### src/hdl/cef_defines.vh
// offsets, field layouts, reset values and mode codes of the event flag bank
`ifndef CEF_DEFINES_VH
`define CEF_DEFINES_VH
// register offsets (byte addresses on the plain register port)
`define CEF_OFS_FLAGS     8'h00
`define CEF_OFS_INT_STAT  8'h04
`define CEF_OFS_INT_EN    8'h08
`define CEF_OFS_INT_CLR   8'h0C
// field layout
`define CEF_UNIT_LSB      0
`define CEF_UNIT_MSB      4
`define CEF_NUM_UNITS     5
`define CEF_DATA_W        8
`define CEF_INT_SRC_W     2
`define CEF_INT_HW_BIT    0
`define CEF_INT_WERR_BIT  1
// reset values
`define CEF_FLAGS_RST     8'h00
`define CEF_INT_RST       2'h0
`define CEF_RDATA_RST     8'h00
// unit operating mode codes
`define CEF_MODE_W        2
`define CEF_MODE_OFF      2'h0
`define CEF_MODE_CAPTURE  2'h1
`define CEF_MODE_COMPARE  2'h2
`define CEF_MODE_PWM      2'h3
`endif

### src/hdl/cef_unit_event.v
// per-unit event qualifier: passes a unit's strobe that fits its mode
`timescale 1ns/100ps
`include "cef_defines.vh"
module cef_unit_event
(
  // unit side
  input  wire [1:0] unit_operating_mode_i,
  input  wire       capture_strobe_i,
  input  wire       compare_match_i,
  input  wire       pwm_trailing_edge_i,
  // flag side
  output reg        set_req_o
);

  always @*
  begin
    case (unit_operating_mode_i)
      `CEF_MODE_CAPTURE: set_req_o = capture_strobe_i;
      `CEF_MODE_COMPARE: set_req_o = compare_match_i;
      `CEF_MODE_PWM:     set_req_o = pwm_trailing_edge_i;
      default:           set_req_o = 1'b0;
    endcase
  end

endmodule

### src/hdl/cef_irq.v
// sticky interrupt status with enable, write-one clear and level output
`timescale 1ns/100ps
`include "cef_defines.vh"
module cef_irq
#(
  parameter W = 2
)
(
  // clock and reset
  input  wire         mclk_i,
  input  wire         nrst_i,
  // events and control
  input  wire [W-1:0] event_i,
  input  wire         en_wr_i,
  input  wire         clr_wr_i,
  input  wire [W-1:0] wdata_i,
  // state
  output reg  [W-1:0] status_o,
  output reg  [W-1:0] enable_o,
  output wire         irq_o
);

  always @(posedge mclk_i or negedge nrst_i)
  begin
    if (!nrst_i)
    begin
      status_o <= {W{1'b0}};
      enable_o <= {W{1'b0}};
    end
    else
    begin
      // set wins over clear so a coincident event stays visible
      status_o <= (status_o & ~({W{clr_wr_i}} & wdata_i)) | event_i;
      if (en_wr_i)
        enable_o <= wdata_i;
    end
  end

  assign irq_o = |(status_o & enable_o);

endmodule

### src/hdl/cef_flags.v
// capture/compare/pwm event flag register bank with register port and interrupt
`timescale 1ns/100ps
`include "cef_defines.vh"
// Summary of operation
// - Bits 0 to 4 hold one event flag per unit, unit one in bit 0 and unit five in bit 4.
// - Bits 7 to 5 are not implemented, read as zero and ignore writes.
// - A unit in capture mode sets its flag on each capture event.
// - A unit in compare mode sets its flag on each compare match.
// - A unit in pwm mode sets its flag on each trailing edge of its output.
// - Flags are sticky, hardware never clears them, software clears or writes them directly.
// - Every implemented flag is zero after any reset.
module cef_flags
#(
  parameter N = `CEF_NUM_UNITS
)
(
  // clock and reset
  input  wire          mclk_i,
  input  wire          nrst_i,
  // register port
  input  wire [7:0]    addr_i,
  input  wire [7:0]    wdata_i,
  input  wire          wr_i,
  input  wire          rd_i,
  output reg  [7:0]    rdata_o,
  // unit connections, two mode bits per unit
  input  wire [2*N-1:0] unit_operating_mode_i,
  input  wire [N-1:0]  capture_strobe_i,
  input  wire [N-1:0]  compare_match_i,
  input  wire [N-1:0]  pwm_trailing_edge_i,
  // flag state and interrupt
  output wire [N-1:0]  event_flags_o,
  output wire          irq_o
);

  //****************************************************************
  // event qualification
  //****************************************************************
  wire [N-1:0] set_req;
  reg  [N-1:0] flags;
  reg  [N-1:0] next_flags;
  wire [1:0]   int_stat;
  wire [1:0]   int_en;
  reg  [7:0]   next_rdata;

  genvar g;
  generate
    for (g = 0; g < N; g = g + 1)
    begin : unit
      cef_unit_event u_evt
      (
        .unit_operating_mode_i (unit_operating_mode_i[2*g+1:2*g]),
        .capture_strobe_i      (capture_strobe_i[g]),
        .compare_match_i       (compare_match_i[g]),
        .pwm_trailing_edge_i   (pwm_trailing_edge_i[g]),
        .set_req_o             (set_req[g])
      );
    end
  endgenerate

  //****************************************************************
  // flag register
  //****************************************************************
  wire flag_wr = wr_i && (addr_i == `CEF_OFS_FLAGS);

  always @*
  begin
    next_flags = flags;
    if (flag_wr)
      next_flags = wdata_i[N-1:0];
    next_flags = next_flags | set_req;
  end

  always @(posedge mclk_i or negedge nrst_i)
  begin
    if (!nrst_i)
      flags <= {N{1'b0}};
    else
      flags <= next_flags;
  end

  assign event_flags_o = flags;

  //****************************************************************
  // interrupt: hw set event, and a software write that dropped a set flag
  //****************************************************************
  wire hw_event  = |set_req;
  wire sw_drop   = flag_wr && |(flags & ~wdata_i[N-1:0]);

  cef_irq #(.W(`CEF_INT_SRC_W)) u_irq
  (
    .mclk_i   (mclk_i),
    .nrst_i   (nrst_i),
    .event_i  ({sw_drop, hw_event}),
    .en_wr_i  (wr_i && (addr_i == `CEF_OFS_INT_EN)),
    .clr_wr_i (wr_i && (addr_i == `CEF_OFS_INT_CLR)),
    .wdata_i  (wdata_i[1:0]),
    .status_o (int_stat),
    .enable_o (int_en),
    .irq_o    (irq_o)
  );

  //****************************************************************
  // read port, data valid the cycle after the strobe
  //****************************************************************
  always @*
  begin
    next_rdata = `CEF_RDATA_RST;
    case (addr_i)
      `CEF_OFS_FLAGS:    next_rdata = {{(8-N){1'b0}}, flags};
      `CEF_OFS_INT_STAT: next_rdata = {6'h00, int_stat};
      `CEF_OFS_INT_EN:   next_rdata = {6'h00, int_en};
      default:           next_rdata = `CEF_RDATA_RST;
    endcase
  end

  always @(posedge mclk_i or negedge nrst_i)
  begin
    if (!nrst_i)
      rdata_o <= `CEF_RDATA_RST;
    else if (rd_i)
      rdata_o <= next_rdata;
    else
      rdata_o <= `CEF_RDATA_RST;
  end

endmodule

### config.mk
export PLATFORM = sky130hd
export DESIGN_NAME = cef_flags
export DESIGN_NICKNAME = d
export VERILOG_FILES = /design/src/hdl/cef_unit_event.v /design/src/hdl/cef_irq.v /design/src/hdl/cef_flags.v
export VERILOG_INCLUDE_DIRS = /design/src /design/src/hdl
export SDC_FILE = /design/constraint.sdc
export NUM_CORES = 1
export LEC_CHECK = 0
export BUFFER_PORTS_ARGS = -buffer_cell sky130_fd_sc_hd__buf_2
export CORE_MARGIN = 8
export CORE_UTILIZATION = 43
export DETAILED_ROUTE_END_ITERATION = 8
export GPL_ROUTABILITY_DRIVEN = 0
export PLACE_DENSITY = 0.83
export SYNTH_ARGS = -nofsm -noshare
export SYNTH_HDL_FRONTEND = slang
export SYNTH_HIERARCHICAL = 1
export SYNTH_SLANG_ARGS = --single-unit
### constraint.sdc
create_clock -name mclk_i -period 2.3 [get_ports mclk_i]
set_input_delay 0.23 -clock mclk_i [delete_from_list [all_inputs] [get_ports mclk_i]]
set_output_delay 0.23 -clock mclk_i [all_outputs]
set_load 0.03 [all_outputs]
==> out/metrics.yaml <==
path_class: "register to output pin"
drive_above_1_share: 0.421
ys_top_cells_by_area: "dfrtp_1, mux2i_1, nor2_1, mux2_4, nand2_1"
yosysSeqAreaShare: 0.414
grt_use_met2: 0.256
yosysTopAreaCell: "dfrtp_1"
ys_dominant_reg_cell: "dfrtp_1"
finalMaxSlewViolations: 0
vias: 836
htree_levels: 1
p_per_area_nw_per_um2: 423
routed_wirelength_mm: 2.39
rsz0062_at_grt: "no"
worst_ep_required_time_ns: 2.07
worst-r2r-setup-slack_ns: 1.18
core_area_sq_um: 1900
cts.clk_slew.worst_paths_ns: 0.08
register_area_sq_um: 350
reg2reg_depth: 3
ios: 59
fin_cells: 167
worstReg2RegEnd: "u_irq/status_o[1]"
synth_top_area_share: 0.414
ctsLongestPathBuffers: 2
holdWs_ns: 0.230
cts-resized-gates: 0
hpwl_mm: 2.04
synth_enable_flop_cells: 0
postCtsSetupBuffers: 0
die_height_um: 60.4
busiest_layer: "met2"
synth.most_common_cell: "mux2i_1"
cp-end-kind: "output pin"
cap_violations: 0
avgSynthCellArea_sq_um: 9.97
rows: 16
placed_area_sq_um: 1130
p_leak_nw: 0.664
worstHoldPathCells: 3
hold_viol: 0
setup-tns-final_ns: 0
grt_start_max_net_pins: 15
route.detailed.drc: 0
r2r-start: "event_flags_o[2]"
cts_hold_buf: 1
grt_pass1_vias: 890
synth_seq_cells: 14
design_power_total_mw: 0.491
min_to: "event_flags_o[3]"
skew_ns: 0.00418
syn-cell-area_sq_um: 847
dr.pass1.iters: 6
cts_buffers: 3
ys_warn_count: 6
min_from: "wdata_i[3]"
area_delta_synth_final_pct: 36.8
nNetsFinal: 187
die-area_sq_um: 3650
clock_latency_ns: 0.27
vias_per_cell: 5.01
antenna_found_initial: 0
ys_types: 21
drt_iter0_drc: 21
fin_area_sq_um: 1160
fp.dieW_um: 60.4
finalSetupViolCount: 0
netlist_top_cells_count: "mux2i_1, nor2_1, dfrtp_1, nand2_1"
max_freq_mhz: 764
clock-sinks: 14
syn_inst: 85
hold_path.class: "input port to register"
crit_fanout: 3
met3_usage: 0.0508
clockRootBuffer: "clkbuf_4"
fin_crit_sh: 0.569
grtUsageMet1: 0.135
fillerInstances: 174
outcome: "finished clean"
synthArstFlopShare: 1.00
grt_pass1_wl_mm: 3.83
initial_utilization: 0.445
worstPathArrival_ns: 1.08
cts_tree: "built"
multi_input_area_sq_um: 467
start_kind: "register"
final_antenna_net_count: 0
dp_cells: 163
grt_usage: 0.141
wl_per_cell_um: 14.3
min_period_ns: 1.31
vdd_ir_drop_max_uv: 248
overflow: 0
portBuffers: 52
n_antenna_cell: 0
[layout by cell type (no fill, tap or decap), drive strengths merged, types with 3 or more instances in the layout]
cell    count
buf        52
nor2       15
conb        3
clkbuf      3
mux2i      17
nand2       8
dfrtp      14
and3        4
inv         4
[critical path, stage by stage, from the launching register on]
cell	delay, ns
dfrtp_1	0.40
a22o_1	0.23
buf_2	0.17
[worst max path at each step]
| stage | from | endpoint | slack [ns] | depth (start not counted) |
|---|---|---|---|---|
| 6_report | u_irq/status_o[0] | irq_o | 0.99 | 2 |
| 2_1_floorplan | addr_i[5] | u_irq/enable_o[0] | 0.96 | 4 |
| 3_3_place_gp | addr_i[5] | u_irq/enable_o[1] | 0.75 | 5 |
| 4_1_cts | u_irq/status_o[0] | irq_o | 0.98 | 2 |
| 3_5_place_dp | addr_i[5] | u_irq/enable_o[1] | 0.72 | 5 |
| 5_1_grt | addr_i[5] | u_irq/enable_o[1] | 0.90 | 5 |
[metrics by stage]
stage	util	setup slack, ns
2_1_floorplan	-	0.957
3_3_place_gp	0.592	0.753
3_5_place_dp	0.592	0.725
4_1_cts	0.609	0.977
5_1_grt	0.609	0.905
6_report	0.609	0.992
[routing by layer]
| metal | part of all wire | wire length (um) |
|---|---|---|
| met1 | 0.38 | 916 |
| met2 | 0.51 | 1230 |
| met3 | 0.093 | 222 |
| met4 | 0.012 | 28 |
| met5 | 0 | 0 |
[cell families after synthesis]
| family | share of synthesized area |
|---|---|
| buffers and inverters | 0.0443 |
| multiplexers | 0.236 |
| AO/OA/AOI/OAI | 0.0591 |
| AND/OR/NAND/NOR | 0.242 |
| other | 0.00443 |
| flip-flops | 0.414 |
[flip-flops by register name, indices dropped and copies added, names as in the netlist]
register and count:
event_flags_o 5, rdata_o 5, u_irq/enable_o 2, u_irq/status_o 2
[where the power goes]
part | internal (mW) | leakage (nW) | switching [mW]
sequential | 0.249 | 0.164 | 0.00295
clock | 0.0606 | 0.0138 | 0.0738
combinational | 0.0496 | 0.487 | 0.0543
[area by class of cell]
class / instances / area share
sequential: 14 / 0.302
multi-input combinational: 66 / 0.403
inverter: 4 / 0.0130
timing repair buffer: 53 / 0.233
clock buffer: 3 / 0.0194
tap: 27 / 0.0292
Power figures use the tool's default switching activity.
